$ cat src/epw_consts.vh
/*
 header of constants for the page-write host controller.
 assumes a 20 MHz system clock; included by bare name.
*/
`ifndef EPW_CONSTS_VH
`define EPW_CONSTS_VH

`define EPW_CLK_MHZ        20
`define EPW_PAGE_BYTES     32
`define EPW_COL_BITS       5
`define EPW_ADDR_BITS      13
`define EPW_DATA_BITS      8
`define EPW_TOP_BIT        7
// write pulse, setup and hold widths in ns
`define EPW_WP_NS          100
`define EPW_SETUP_NS       50
`define EPW_HOLD_NS        80
// longest gap between strobes in us
`define EPW_GAP_MAX_US     30
// power-up lockout and write period in ms
`define EPW_LOCK_MS        5
`define EPW_TWC_MS         5
// cycles: least times round up, longest gap is halved and rounds down
`define EPW_WP_CYC    ((`EPW_WP_NS * `EPW_CLK_MHZ + 999) / 1000)
`define EPW_SETUP_CYC ((`EPW_SETUP_NS * `EPW_CLK_MHZ + 999) / 1000)
`define EPW_HOLD_CYC  ((`EPW_HOLD_NS * `EPW_CLK_MHZ + 999) / 1000)
`define EPW_GAP_CYC   ((`EPW_GAP_MAX_US * `EPW_CLK_MHZ) / 2)
`define EPW_LOCK_CYC  (`EPW_LOCK_MS * 1000 * `EPW_CLK_MHZ)
`define EPW_TWC_CYC   (`EPW_TWC_MS * 1000 * `EPW_CLK_MHZ)
`define EPW_CNT_BITS       20
`define EPW_POLL_CYC       4

`endif

$ cat src/epw_sync.v
/*
 two-flop synchroniser for one level.
 assumes the input is asynchronous to clk.
*/
`timescale 1ns/1ns
module epw_sync (
   input  wire clk,
   input  wire arst_n,
   input  wire din,
   output reg  dout
);
   reg meta_q;
   always @(posedge clk or negedge arst_n) begin
      if (!arst_n) begin
         meta_q <= 1'b1;
         dout   <= 1'b1;
      end else begin
         meta_q <= din;
         dout   <= meta_q;
      end
   end
endmodule

$ cat src/epw_host.v
/*
 host controller that writes pages into a byte-wide eeprom through
 its chip select, output gate and write strobe pins, then waits for
 completion by status polling or by the ready/busy line.
 assumes an external pull-up on the ready/busy line and that the data
 bus is resolved outside from dataOe_n.
*/
// Overview of operation
// - strobe low with select low, gate high
// - keep strobe gaps under 30us (not enforced: S_WAIT waits for byteValid without a limit)
// - hold write-inhibit levels when idle
// - busy pin open drain, pulled up
`timescale 1ns/1ns
`include "epw_consts.vh"
module epw_host (
   input  wire        clk,
   input  wire        arst_n,
   input  wire        startReq,
   input  wire        ceMode,
   input  wire        usePoll,
   input  wire [7:0]  pageRow,
   input  wire [5:0]  byteCount,
   input  wire [4:0]  colIn,
   input  wire [7:0]  dataIn,
   input  wire        byteValid,
   output reg         byteReady_q,
   output reg         busy_q,
   output reg         done_q,
   output reg  [12:0] addr_q,
   output reg  [7:0]  dataOut_q,
   output reg         dataOe_n_q,
   output reg         chipSel_n_q,
   output reg         outGate_n_q,
   output reg         wrStrobe_n_q,
   input  wire [7:0]  dataPin,
   input  wire        writeDonePin
);
   localparam S_LOCK = 4'h0;
   localparam S_IDLE = 4'h1;
   localparam S_WAIT = 4'h2;
   localparam S_SET  = 4'h3;
   localparam S_PULS = 4'h4;
   localparam S_HOLD = 4'h5;
   localparam S_RDA  = 4'h6;
   localparam S_RDB  = 4'h7;
   localparam S_RDC  = 4'h8;
   localparam S_DONE = 4'h9;

   reg [3:0]  state_q;
   reg [19:0] cnt_q;
   reg [5:0]  left_q;
   reg [19:0] gap_q;
   reg        lastTop_q;
   reg        ceMode_q;
   reg        poll_q;
   wire [7:0] dataSync;
   wire       rdySync;

   genvar gi;
   generate
      for (gi = 0; gi < 8; gi = gi + 1) begin : gSync
         epw_sync uSyncD (
            .clk    (clk),
            .arst_n (arst_n),
            .din    (dataPin[gi]),
            .dout   (dataSync[gi])
         );
      end
   endgenerate

   epw_sync uSyncR (
      .clk    (clk),
      .arst_n (arst_n),
      .din    (writeDonePin),
      .dout   (rdySync)
   );

   function [19:0] cyc;
      input integer n;
      cyc = n[19:0];
   endfunction

   // =====================================================
   // sequencer
   always @(posedge clk or negedge arst_n) begin
      if (!arst_n) begin
         state_q      <= S_LOCK;
         cnt_q        <= 20'h00000;
         left_q       <= 6'h00;
         gap_q        <= 20'h00000;
         lastTop_q    <= 1'b0;
         ceMode_q     <= 1'b0;
         poll_q       <= 1'b0;
         byteReady_q  <= 1'b0;
         busy_q       <= 1'b1;
         done_q       <= 1'b0;
         addr_q       <= 13'h0000;
         dataOut_q    <= 8'h00;
         dataOe_n_q   <= 1'b1;
         chipSel_n_q  <= 1'b1;
         outGate_n_q  <= 1'b1;
         wrStrobe_n_q <= 1'b1;
      end else begin
         done_q      <= 1'b0;
         byteReady_q <= 1'b0;
         case (state_q)
            S_LOCK: begin
               chipSel_n_q  <= 1'b1;
               wrStrobe_n_q <= 1'b1;
               if (cnt_q >= cyc(`EPW_LOCK_CYC)) begin
                  cnt_q   <= 20'h00000;
                  busy_q  <= 1'b0;
                  state_q <= S_IDLE;
               end else begin
                  cnt_q <= cnt_q + 20'h00001;
               end
            end
            S_IDLE: begin
               if (startReq && byteCount != 6'h00 &&
                   byteCount <= `EPW_PAGE_BYTES) begin
                  busy_q   <= 1'b1;
                  left_q   <= byteCount;
                  ceMode_q <= ceMode;
                  poll_q   <= usePoll;
                  gap_q    <= 20'h00000;
                  state_q  <= S_WAIT;
               end
            end
            S_WAIT: begin
               // ready stands until a byte is taken
               byteReady_q <= 1'b1;
               gap_q       <= gap_q + 20'h00001;
               if (byteValid && byteReady_q) begin
                  byteReady_q <= 1'b0;
                  addr_q     <= {pageRow, colIn};
                  dataOut_q  <= dataIn;
                  lastTop_q  <= dataIn[`EPW_TOP_BIT];
                  dataOe_n_q <= 1'b0;
                  outGate_n_q <= 1'b1;
                  chipSel_n_q <= ceMode_q;
                  // select mode: strobe low first, select edges latch
                  wrStrobe_n_q <= ~ceMode_q;
                  cnt_q       <= 20'h00000;
                  state_q     <= S_SET;
               end
            end
            S_SET: begin
               cnt_q <= cnt_q + 20'h00001;
               if (cnt_q >= cyc(`EPW_SETUP_CYC)) begin
                  cnt_q <= 20'h00000;
                  if (ceMode_q) begin
                     chipSel_n_q  <= 1'b0;
                  end else begin
                     wrStrobe_n_q <= 1'b0;
                  end
                  state_q <= S_PULS;
               end
            end
            S_PULS: begin
               cnt_q <= cnt_q + 20'h00001;
               if (cnt_q >= cyc(`EPW_WP_CYC)) begin
                  cnt_q <= 20'h00000;
                  if (ceMode_q) begin
                     chipSel_n_q <= 1'b1;
                  end else begin
                     wrStrobe_n_q <= 1'b1;
                  end
                  state_q <= S_HOLD;
               end
            end
            S_HOLD: begin
               cnt_q <= cnt_q + 20'h00001;
               if (cnt_q >= cyc(`EPW_HOLD_CYC)) begin
                  cnt_q        <= 20'h00000;
                  wrStrobe_n_q <= 1'b1;
                  chipSel_n_q  <= 1'b1;
                  dataOe_n_q   <= 1'b1;
                  gap_q        <= 20'h00000;
                  left_q       <= left_q - 6'h01;
                  if (left_q == 6'h01) begin
                     state_q <= S_RDA;
                  end else begin
                     state_q <= S_WAIT;
                  end
               end
            end
            S_RDA: begin
               gap_q <= gap_q + 20'h00001;
               if (gap_q >= cyc(`EPW_GAP_CYC)) begin
                  cnt_q   <= 20'h00000;
                  // gap timer now measures the write period
                  gap_q   <= 20'h00000;
                  state_q <= S_RDB;
               end
            end
            S_RDB: begin
               cnt_q <= cnt_q + 20'h00001;
               gap_q <= gap_q + 20'h00001;
               if (poll_q) begin
                  chipSel_n_q <= 1'b0;
                  outGate_n_q <= 1'b0;
                  if (cnt_q >= cyc(`EPW_POLL_CYC)) begin
                     state_q <= S_RDC;
                  end
               end else begin
                  if (rdySync && cnt_q >= cyc(`EPW_POLL_CYC)) begin
                     state_q <= S_DONE;
                  end
               end
               if (gap_q >= cyc(`EPW_TWC_CYC)) begin
                  state_q <= S_DONE;
               end
            end
            S_RDC: begin
               chipSel_n_q <= 1'b1;
               outGate_n_q <= 1'b1;
               // each poll waits out the synchroniser again
               cnt_q       <= 20'h00000;
               gap_q       <= gap_q + 20'h00001;
               if (dataSync[`EPW_TOP_BIT] == lastTop_q) begin
                  state_q <= S_DONE;
               end else begin
                  state_q <= S_RDB;
               end
            end
            S_DONE: begin
               chipSel_n_q <= 1'b1;
               outGate_n_q <= 1'b1;
               busy_q      <= 1'b0;
               done_q      <= 1'b1;
               state_q     <= S_IDLE;
            end
            default: begin
               state_q <= S_IDLE;
            end
         endcase
         if (state_q == S_IDLE) begin
            gap_q <= 20'h00000;
         end
      end
   end
endmodule

$ cat config.mk
export PLATFORM = sky130hd
export DESIGN_NAME = epw_host
export DESIGN_NICKNAME = d
export VERILOG_FILES = /design/src/epw_sync.v /design/src/epw_host.v
export VERILOG_INCLUDE_DIRS = /design/src
export SDC_FILE = /design/constraint.sdc
export NUM_CORES = 1
export LEC_CHECK = 0
export ABC_AREA = 1
export BUFFER_PORTS_ARGS = -buffer_cell sky130_fd_sc_hd__clkbuf_2
export CAP_MARGIN = 20
export CELL_PAD_IN_SITES_DETAIL_PLACEMENT = 0
export CELL_PAD_IN_SITES_GLOBAL_PLACEMENT = 1
export CORE_ASPECT_RATIO = 2
export CORE_MARGIN = 5
export CORE_UTILIZATION = 40
export CTS_BUF_LIST = sky130_fd_sc_hd__clkbuf_4
export DETAILED_ROUTE_END_ITERATION = 10
export PLACE_DENSITY_LB_ADDON = 0.1
export SYNTH_ARGS = -nofsm -noshare
export SYNTH_HDL_FRONTEND = slang
export SYNTH_HIERARCHICAL = 1
export SYNTH_SLANG_ARGS = --single-unit
$ cat constraint.sdc
create_clock -name clk -period 4.9 [get_ports clk]
set_clock_uncertainty 0.1 [all_clocks]
set_input_delay 0.735 -clock clk [delete_from_list [all_inputs] [get_ports clk]]
set_output_delay 0.735 -clock clk [all_outputs]
set_load 0.02 [all_outputs]
==> results of run 1 <==
worst max-delay path, delay by kind of cell, from the launching register on:
kind	cells	cell delay, ns
buffers and inverters	3	0.54
and+or+nand+nor	4	1.03
DFF	1	0.59
AOI/OAI and AO/OA	2	0.46
per-layer routing:
| layer | up-vias | track usage |
|---|---|---|
| met5 | - | 0 |
| li1 | 2559 | - |
| met2 | 86 | 0.370 |
| met4 | 0 | 0.0906 |
| met3 | 33 | 0.0283 |
| met1 | 2349 | 0.196 |
path summary, 6_finish.rpt:
path	start	to	slack, ns	cells past startpoint
min reg2reg	gSync[7].uSyncD/meta_q	gSync[7].uSyncD/dout	0.27	0
max in group asynchronous	arst_n	state_q[2]	3.52	2
min in group clk	writeDonePin	uSyncR/meta_q	0.22	1
min	arst_n	cnt_q[10]	0.14	1
max	state_q[0]	cnt_q[15]	2.06	9
max reg2reg	state_q[0]	cnt_q[15]	2.06	9
cell type report:
type,instances,share of cell area
diodes,1,0.000429
clock buffers,9,0.0116
flip-flops and latches,84,0.362
well taps,152,0.0326
repair buffers,65,0.0575
clock inverters,7,0.0127
multi-input cells,584,0.470
inverters,82,0.0528
power groups by stage:
stage,Combinational [mW],Clock [mW],Sequential (mW)
floorplan,0.801,0,1.11
global placement,1.23,0,1.03
detailed placement,1.25,0,1.04
CTS,1.25,0.441,1.02
global route,1.38,0.469,1.05
finish,1.23,0.424,1.02
kinds of logic after synthesis:
group,share of synthesized area
multiplexers,0.00213
XOR/XNOR,0.0332
buffers and inverters,0.0810
adder cells (fa/ha/maj),0.0189
AO/OA/AOI/OAI,0.0673
AND/OR/NAND/NOR,0.398
flip-flops,0.400
cells in the mapped netlist, types with 3 or more instances:
master	n
o211ai_1	5
inv_1	76
xor2_1	15
buf_2	8
ha_1	8
dfrtp_1	75
inv_2	6
dfstp_2	9
nor2_2	4
buf_4	4
o21ai_1	3
nand4_1	24
nor2_1	96
or2_2	6
a21oi_1	10
nand3_2	3
nand3_1	60
nand2_1	278
xnor2_1	5
o21ai_0	35
nor3_1	11
clkbuf_1	6
state kept, by name, summed over array words and instances, names as in the netlist, 4 cells and up:
signal / flops
cnt_q: 20
state_q: 4
dataOut_q: 8
addr_q: 13
left_q: 6
gap_q: 20
metrics by stage:
| step | power, mW | hold slack [ns] | instance area [µm²] |
|---|---|---|---|
| global route | 2.90 | 0.168 | 5830 |
| detailed placement | 2.28 | 0.247 | 5690 |
| floorplan | 1.91 | 0.245 | 5280 |
| finish | 2.67 | 0.144 | 5830 |
| global placement | 2.26 | 0.246 | 5690 |
| CTS | 2.71 | 0.162 | 5830 |
==> impl_summary.log, run 1 <==
INFO  metric netSwitchingFraction = 0.493
INFO  metric max_clock_freq = 352 MHz
INFO  metric number_of_design_rule_violations_left_after_detail_routing = 0
INFO  metric die-area = 15700 µm²
INFO  metric ys_top_cells_by_area = dfrtp_1 (36%), nand2_1 (20%), nor2_1 (6.8%)
INFO  metric port_buffers = 62
INFO  metric area_share_of_the_leading_cell_type_in_the_synthesized_netlist = 0.355
INFO  metric clockBufferDepth = 2
INFO  metric synth_area_per_cell = 6.85 µm²
INFO  metric cts.root.buffer_cell = clkbuf_4
INFO  metric cts_setup_buffers = 0
INFO  metric crit_arrival = 3.11 ns
INFO  metric synth.lib_cells_used.distinct = 41
INFO  metric p_comb_frac = 0.459
INFO  metric syn-cell-area = 5280 µm²
INFO  metric final_nets = 876
INFO  metric final_min_period_over_clock_period = 0.580
INFO  metric setup_viol_count_final = 0
INFO  metric slew_at_the_pin_with_the_worst_max_slew_slack = 0.919 ns
INFO  metric num_vias = 5027
INFO  metric cp_data_required_time = 5.17 ns
INFO  metric route.met2.wl = 8480 µm
INFO  metric mostFrequentLayoutCell = nand2_1
INFO  metric number_of_enable_flip_flop_cells_after_synthesis = 0
INFO  metric clk_pin_slew = 0.18 ns
INFO  metric critical_path.endpoint_type = register
INFO  metric detail_route.wirelength.met1 = 5520 µm
INFO  metric pwr-share-seq = 0.382
INFO  metric placement.setup.worst_slack = 2.06 ns
INFO  metric slew_headroom = 0.387
INFO  metric setup-tns-final = 0 ns
INFO  metric cts_made_buffers = 9
INFO  metric cts_resizes = 0
INFO  metric seqCellArea = 2110 µm²
INFO  metric syn_to_final_growth = 10.4%
INFO  metric post-dp-hpwl = 11500 µm
INFO  metric cap_violations = 0
INFO  metric route.detailed.wl_per_inst = 15.2 µm
INFO  metric htree_num_levels = 3
INFO  metric synth_ff_type = dfrtp_1
INFO  metric power.static_leakage = 3.06 nW
INFO  metric pin_count = 70
INFO  metric core = 13000 µm²
INFO  metric rsz_0062_raised_after_global_routing = no
INFO  metric timing.final.ws_setup = 2.06 ns
INFO  metric multi_input_area = 2740 µm²
INFO  metric final_cell_mix = nand2_1 (278), nor2_1 (96), inv_1 (76)
INFO  metric route.top_layer_used = met4
INFO  metric layout.core_utilization = 0.449
INFO  metric largest_driver_fanout_on_the_critical_path = 21
INFO  metric initial_core_util = 0.407
INFO  metric first_global_vias = 5133
INFO  metric tritoncts = built
INFO  metric routed_wl = 14900 µm
INFO  metric hold_violations = 0
INFO  metric crit_path_start_kind = register
INFO  metric std_cell_rows = 59
INFO  metric global_route.overflow_total = 0
INFO  metric first_pass_grt_wire_length = 24800 µm
INFO  metric synth-seq-area-share = 0.400
INFO  metric grt_start_max_net_pins = 46
INFO  metric fraction_of_final_layout_cells_with_drive_strength_greater_than_1 = 0.143
INFO  metric synthesis.yosys.warnings = 6
INFO  metric cpMostUsedCell = inv_2
INFO  metric drt_pass1_iterations = 5
INFO  metric crit_path_top_delay_cell = nor2_2
INFO  metric worst-setup-path-type = register to register
INFO  metric global_route_usage_over_all_layers = 0.192
INFO  metric gpl_congestion = 0.872
INFO  metric ant_nets = 0
INFO  metric cts.sink_count = 84
INFO  metric ys_ff_latch = 84
INFO  metric antenna_found_initial = 1
INFO  metric worst_voltage_drop_across_the_vdd_grid = 260 µV
INFO  metric finalCriticalPeriod = 2.84 ns
INFO  metric switching_power = 1.32 mW
INFO  metric delay_of_the_slowest_cell_on_the_worst_path = 0.73 ns
INFO  metric final_cells = 984
INFO  metric power_per_cell_area = 458 nW/µm²
INFO  metric synth_largest_area_cell = dfrtp_1
INFO  metric detail_route.vias_per_cell = 5.11
INFO  metric power_report.internal_total = 1.35 mW
INFO  metric cts.hold.buffers_added = 0
INFO  metric pwr-share-clk = 0.159
INFO  metric dp_cells = 967
INFO  metric layout.filler_cells = 1403
INFO  metric clock_insertion_delay_worst_skew = 0.47 ns
INFO  metric outcome = complete, no violations
INFO  metric timing_max_transition_violations_final = 0
INFO  metric ys_async_sr_fraction = 1.00
INFO  metric die-width = 91.3 µm
INFO  metric post_synth_inst_count = 771
INFO  metric route.met3.wl = 404 µm
INFO  metric path_cells = inv_1, nand3_2, inv_2, nand2_2, o211ai_1, nor2_2, inv_2, a21oi_2, nor2_1
INFO  metric initialDrtViolationCount = 241
INFO  metric holdCritPathClass = primary input to async pin
INFO  metric postSynthNetCount = 821
INFO  metric die_height = 173 µm
No activity file was read; power rests on OpenSTA's default activity.
==> run 2, diff against run 1 <==
- ABC_AREA: 1 -> 0
- clock period: 4.9 -> 2.3 ns (I/O delays scaled with it)
==> run 2 against run 1 <==
  * The run now ends with negative setup slack left
  * Wire length down 6.7%
  * Register-to-register slack worse by 2.1 ns
  * Flip-flop and latch count unchanged
  * Core utilization up 12 points
  * Worst hold slack worse by 0.10 ns
  * Clock power up 95%
  * Via count down 13%
  * Fmax up 21%
  * Sequential share of layout area down 4.0 points
  * Worst setup slack worse by 2.1 ns
  * Critical endpoint is now cnt_q[11]
==> impl_summary.log, run 2 <==
INFO  metric outcome = finished with violations
INFO  metric violations = negative setup slack
INFO  metric largest_driver_fanout_on_the_critical_path = 8
INFO  metric slew_headroom = 0.647
INFO  metric drt_pass1_iterations = 4
INFO  metric max_clock_freq = 427 MHz
INFO  metric synth.most_common_cell = dfrtp_1
INFO  metric synthesis.yosys.warnings = 6
INFO  metric r2r-end = cnt_q[11]
INFO  metric power_per_cell_area = 1200 nW/µm²
INFO  metric fraction_of_final_layout_cells_with_drive_strength_greater_than_1 = 0.409
INFO  metric hold_violations = 0
INFO  metric synth_ff_type = dfrtp_1
INFO  metric die-area = 14100 µm²
INFO  metric placement.setup.worst_slack = -0.260 ns
INFO  metric port_buffers = 62
INFO  metric postSynthNetCount = 530
INFO  metric path_cells = inv_2, ha_2, nor4bb_4, a21oi_4, nor4_4, a211oi_4, or4_1, nand3_1
INFO  metric post-dp-hpwl = 10300 µm
INFO  metric first_pass_grt_wire_length = 21700 µm
INFO  metric holdCritPathClass = primary input to register
INFO  metric timing.critical_path.buf_inv = 1
INFO  metric area_share_of_the_leading_cell_type_in_the_synthesized_netlist = 0.402
INFO  metric worstRegToRegCells = 8
INFO  metric num_vias = 4392
INFO  metric clk_pin_slew = 0.13 ns
INFO  metric initialDrtViolationCount = 218
INFO  metric reg2reg_from = cnt_q[1]
INFO  metric ys_ff_latch = 84
INFO  metric critical_path.endpoint_type = register
INFO  metric grt_start_max_net_pins = 37
INFO  metric mostFrequentLayoutCell = buf_4
INFO  metric crit_path_top_delay_cell = or4_1
INFO  metric final_cell_mix = buf_4 (93), dfrtp_1 (73), clkbuf_2 (61)
INFO  metric synth_largest_area_cell = dfrtp_1
INFO  metric critical-path-top-delay-family = simple AND/OR/NAND/NOR gates
INFO  metric layout.core_utilization = 0.564
INFO  metric pin_count = 70
INFO  metric timing_max_transition_violations_final = 0
INFO  metric delay_of_the_slowest_cell_on_the_worst_path = 0.54 ns
INFO  metric synth-seq-area-share = 0.452
INFO  metric syn_to_final_growth = 40.5%
INFO  metric crit_arrival = 2.61 ns
INFO  metric tritoncts = built
INFO  metric core = 11600 µm²
INFO  metric routed_wl = 13900 µm
INFO  metric cts.root.buffer_cell = clkbuf_4
INFO  metric crit_path_start_kind = register
INFO  metric first_global_vias = 4372
INFO  metric timing.final.ws_setup = -0.0412 ns
INFO  metric route.detailed.wl_per_inst = 17.2 µm
INFO  metric holdCritStartpoint = usePoll
INFO  metric synth_area_per_cell = 9.73 µm²
INFO  metric post_synth_inst_count = 480
INFO  metric ys_async_sr_fraction = 1.00
INFO  metric setup_viol_count_final = 16
INFO  metric cap_violations = 0
INFO  metric final_min_period_over_clock_period = 1.02
INFO  metric rsz_0062_raised_after_global_routing = yes
INFO  metric initial_core_util = 0.402
INFO  metric cts_made_buffers = 9
INFO  metric worstHoldPathCells = 2
INFO  metric global_route_usage_over_all_layers = 0.198
INFO  metric synth.lib_cells_used.distinct = 75
INFO  metric yosys-top-cells-count = dfrtp_1 (75), nor2_1 (49), nand2_1 (35)
INFO  metric worst_voltage_drop_across_the_vdd_grid = 681 µV
INFO  metric detail_route.vias_per_cell = 5.42
INFO  metric global_route.overflow_total = 0
INFO  metric antenna_found_initial = 1
INFO  metric ant_nets = 0
INFO  metric std_cell_rows = 56
INFO  metric reg2reg_slack = -0.04 ns
INFO  metric clock_insertion_delay_worst_skew = 0.43 ns
INFO  metric number_of_design_rule_violations_left_after_detail_routing = 0
INFO  metric reg.largest.list = cnt_q x20, gap_q x20, addr_q x13
INFO  metric htree_num_levels = 3
INFO  metric clockBufferDepth = 2
INFO  metric die_height = 163 µm
INFO  metric cts.sink_count = 84
INFO  metric die-width = 86.4 µm
INFO  metric worst-setup-path-type = register to register
INFO  metric number_of_enable_flip_flop_cells_after_synthesis = 0
INFO  metric cp_data_required_time = 2.57 ns
INFO  metric power.static_leakage = 3.00 nW
INFO  metric worst_hold_path.endpoint = poll_q
INFO  metric slew_at_the_pin_with_the_worst_max_slew_slack = 0.528 ns
INFO  metric finalCriticalPeriod = 2.34 ns
INFO  metric gpl_congestion = 0.871
INFO  metric final_nets = 709
INFO  metric syn-cell-area = 4670 µm²
INFO  metric ys_top_cells_by_area = dfrtp_1 (40%), mux2_2 (5.5%), dfstp_2 (5.1%)
INFO  metric setup-tns-final = -0.317 ns
run 2: cell types whose count changed in the layout (fill, tap and decap cells not counted), sizes merged, moves of 29 or more:
cell	previous run	this run
nand3	63	34
nor2	101	50
buf	4	106
inv	86	15
nand2	281	36
run 2: layer usage:
metal / vias up / wire length, µm / GRT usage / part of all wire
met5: - / 0 / 0 / 0
met4: 0 / 441 / 0.0872 / 0.032
met3: 26 / 265 / 0.0299 / 0.019
met2: 60 / 8460 / 0.391 / 0.61
met1: 2183 / 4740 / 0.195 / 0.34
li1: 2123 / - / - / -
run 2: repair_timing:
item                       CTS  global route
gates resized for setup     35            37
buffers inserted             9             9
hold buffers                14             8
hold endpoints to repair    36             8
pin swaps                   18            22
setup endpoints to repair   50            51
run 2: through the flow:
| stage | power (mW) | instance area, µm² | hold WS [ns] | instances |
|---|---|---|---|---|
| floorplan | 4.74 | 4670 | -0.0506 | 480 |
| global placement | 6.38 | 5780 | 0.196 | 756 |
| detailed placement | 6.44 | 5780 | 0.199 | 756 |
| CTS | 7.63 | 6280 | 0.00206 | 792 |
| global route | 8.44 | 6560 | 0.000639 | 809 |
| finish | 7.88 | 6570 | 0.0444 | 810 |
run 2: how the worst max path moves through the flow:
stage | start | endpoint | depth (start not counted)
2_1_floorplan | cnt_q[14] | state_q[1] | 6
6_report | cnt_q[1] | cnt_q[11] | 8
4_1_cts | cnt_q[12] | gap_q[7] | 9
5_1_grt | cnt_q[1] | cnt_q[11] | 8
3_5_place_dp | cnt_q[14] | left_q[0] | 8
3_3_place_gp | cnt_q[14] | left_q[0] | 8
run 2: kinds of logic after synthesis:
kind of cell / after synthesis / share of synthesized area
AND/OR/NAND/NOR: 200 / 0.230
AO/OA/AOI/OAI: 110 / 0.169
flip-flops: 84 / 0.452
buffers and inverters: 36 / 0.0356
multiplexers: 27 / 0.0640
XOR/XNOR: 15 / 0.0281
adder cells (fa/ha/maj): 8 / 0.0214
run 2: worst register-to-register path, cell delays in order, from the launching register on:
cell and delay (ns):
dfrtp_1 0.38, inv_2 0.05, ha_2 0.20, nor4bb_4 0.34, a21oi_4 0.12, nor4_4 0.35
a211oi_4 0.12, or4_1 0.55, nand3_1 0.08
run 2: layout make-up:
class | instances | area, µm²
fill | 1087 | 5070
clock buffer | 10 | 75.1
clock inverter | 5 | 55.1
tap | 145 | 181
timing repair buffer | 189 | 1410
antenna | 2 | 5.00
multi-input combinational | 360 | 2670
inverter | 15 | 56.3
sequential | 84 | 2120
run 2: where the power goes:
part,internal (mW),switching (mW)
clock network,0.334,0.492
registers,1.88,0.285
logic,2.22,2.67
==> run 3, diff against run 2 <==
- clock period: 2.3 -> 3 ns (I/O delays scaled with it)
==> run 3 against run 2 <==
  * Largest cell class unchanged
  * Core utilization shrank 9.8 points
  * Die area is the same
  * Global-route usage shrank 1.7 points
  * Via count shrank 11%
  * Non-clock buffer count shrank 100
  * Sequential share of layout area grew 6.7 points
  * Wire length shrank 10%
  * Critical path depth shrank 2
  * The flow now finishes without violations
  * Cell count shrank 12%
  * Clock power shrank 17%
  * Sequential power shrank 21%
  * Power shrank 35%
==> impl_summary.log, run 3 (same netlist as run 2, synthesis figures left out) <==
INFO  metric outcome = complete, no violations
INFO  metric switching_power = 2.40 mW
INFO  metric final_cell_mix = dfrtp_1 (75), clkbuf_2 (61), nor2_1 (49)
INFO  metric num_vias = 3930
INFO  metric first_global_vias = 3990
INFO  metric clockBufferDepth = 2
INFO  metric antenna_found_initial = 1
INFO  metric crit_arrival = 2.97 ns
INFO  metric slew_at_the_pin_with_the_worst_max_slew_slack = 0.669 ns
INFO  metric fraction_of_final_layout_cells_with_drive_strength_greater_than_1 = 0.271
INFO  metric worstHoldPathCells = 2
INFO  metric final_min_period_over_clock_period = 0.905
INFO  metric tritoncts = built
INFO  metric rsz_0062_raised_after_global_routing = no
INFO  metric clock_insertion_delay_worst_skew = 0.44 ns
INFO  metric port_buffers = 62
INFO  metric detail_route.vias_per_cell = 5.54
INFO  metric route.detailed.wl_per_inst = 17.6 µm
INFO  metric clk_pin_slew = 0.15 ns
INFO  metric final_nets = 609
INFO  metric path_cells = or4_1, nand2b_4, o41ai_1, or3_1, o21ai_0, o21ai_1
INFO  metric final_design_area_no_fill = 5420 µm²
INFO  metric layout.core_utilization = 0.466
INFO  metric global_route_usage_over_all_layers = 0.182
INFO  metric delay_of_the_slowest_cell_on_the_worst_path = 0.65 ns
INFO  metric p_comb_frac = 0.535
INFO  metric initial_core_util = 0.402
INFO  metric pwr-share-seq = 0.332
INFO  metric holdCritStartpoint = pageRow[1]
INFO  metric final_cells = 710
INFO  metric ant_nets = 0
INFO  metric power.static_leakage = 2.44 nW
INFO  metric cap_violations = 0
INFO  metric routed_wl = 12500 µm
INFO  metric timing_max_transition_violations_final = 0
INFO  metric worst-setup-path-type = register to register
INFO  metric reg2reg_from = cnt_q[13]
INFO  metric worst_hold_path.endpoint = addr_q[6]
INFO  metric syn_to_final_growth = 16.1%
INFO  metric die_height = 163 µm
INFO  metric placedInstanceArea = 5250 µm²
INFO  metric dp_cells = 690
INFO  metric number_of_design_rule_violations_left_after_detail_routing = 0
INFO  metric cts.root.buffer_cell = clkbuf_4
INFO  metric first_pass_grt_wire_length = 20000 µm
INFO  metric seqCellArea = 2110 µm²
INFO  metric post-dp-hpwl = 9360 µm
INFO  metric slew_headroom = 0.548
INFO  metric cts_setup_buffers = 0
INFO  metric drt_pass1_iterations = 4
INFO  metric std_cell_rows = 56
INFO  metric pin_count = 70
INFO  metric reg2reg_slack = 0.29 ns
INFO  metric htree_num_levels = 3
INFO  metric crit_path_start_kind = register
INFO  metric holdCritPathClass = primary input to register
INFO  metric critical_path.endpoint_type = register
INFO  metric reg.largest.list = cnt_q x20, gap_q x20, addr_q x13
INFO  metric global_route.overflow_total = 0
INFO  metric mostFrequentLayoutCell = dfrtp_1
INFO  metric gpl_congestion = 0.858
INFO  metric netSwitchingFraction = 0.465
INFO  metric grt_start_max_net_pins = 47
INFO  metric cts.sink_count = 84
INFO  metric cp_data_required_time = 3.25 ns
INFO  metric power_per_cell_area = 950 nW/µm²
INFO  metric die-width = 86.4 µm
INFO  metric pwr-share-clk = 0.133
INFO  metric cts_made_buffers = 9
INFO  metric r2r-end = left_q[2]
INFO  metric crit_path_top_delay_cell = o41ai_1
INFO  metric worstRegToRegCells = 6
INFO  metric initialDrtViolationCount = 198
INFO  metric core = 11600 µm²
INFO  metric power_report.internal_total = 2.76 mW
INFO  metric setup_viol_count_final = 0
INFO  metric multi_input_area = 2390 µm²
INFO  metric die-area = 14100 µm²
INFO  metric largest_driver_fanout_on_the_critical_path = 12
INFO  metric layout.filler_cells = 1201
INFO  metric finalCriticalPeriod = 2.71 ns
INFO  metric max_clock_freq = 368 MHz
INFO  metric worst_voltage_drop_across_the_vdd_grid = 498 µV
INFO  metric hold_violations = 0
INFO  metric setup-tns-final = 0 ns
## run 3: cell count changes in the layout (fill, tap and decap cells not counted), sizes merged, moves of 2 or more
| cell | delta |
|---|---|
| dlygate4sd3 | -19 |
| clkinvlp | -2 |
| clkinv | +3 |
| buf | -81 |
## run 3: power by group through the flow
| stage | sequential (mW) | combinational (mW) | clock (mW) |
|---|---|---|---|
| after floorplan | 1.85 | 1.79 | 0 |
| after global placement | 1.73 | 2.76 | 0 |
| after detailed placement | 1.74 | 2.79 | 0 |
| after CTS | 1.72 | 2.80 | 0.719 |
| after global routing | 1.76 | 3.02 | 0.755 |
| final | 1.71 | 2.76 | 0.683 |
## run 3: how the worst max path moves through the flow
stage / startpoint / end / depth (start not counted)
finish: cnt_q[13] / left_q[2] / 6
global route: cnt_q[1] / state_q[1] / 9
CTS: cnt_q[14] / left_q[2] / 6
detailed placement: cnt_q[1] / state_q[1] / 9
global placement: cnt_q[1] / state_q[1] / 9
floorplan: byteCount[3] / ceMode_q / 6
## run 3: cell type report
type | instances | share of cell area
Multi-Input combinational cell | 360 | 0.441
Sequential cell | 84 | 0.390
Timing Repair Buffer | 89 | 0.0987
Tap cell | 145 | 0.0334
Clock inverter | 7 | 0.0138
Clock buffer | 9 | 0.0125
Inverter | 15 | 0.0104
Antenna cell | 1 | 0.000461
## run 3: routing by layer
metal | vias up | wire, µm | track usage
met2 | 50 | 7290 | 0.356
li1 | 1924 | - | -
met4 | 0 | 364 | 0.0787
met3 | 24 | 213 | 0.0248
met5 | - | 0 | 0
met1 | 1932 | 4600 | 0.183
## run 3: what timing repair did
action                                  4_1_cts  5_1_grt
resized for setup                             0        0
hold buffers                                  3        0
endpoints found under the setup margin        0        0
endpoints found under the hold margin        41        0
## run 3: worst max-delay path, delay by kind of cell (launching register included)
family	cells	cell delay (ns)
AND/OR/NAND/NOR	3	1.19
flip-flops	1	0.45
AO/OA/AOI/OAI	3	0.90
## run 3: metrics by stage
stage	hold slack (ns)	power (mW)	setup WS [ns]
2_1_floorplan	0.0544	3.64	0.703
3_3_place_gp	0.247	4.49	0.344
3_5_place_dp	0.247	4.53	0.336
4_1_cts	0.0719	5.23	0.295
5_1_grt	0.0823	5.54	0.0967
6_report	0.119	5.15	0.286
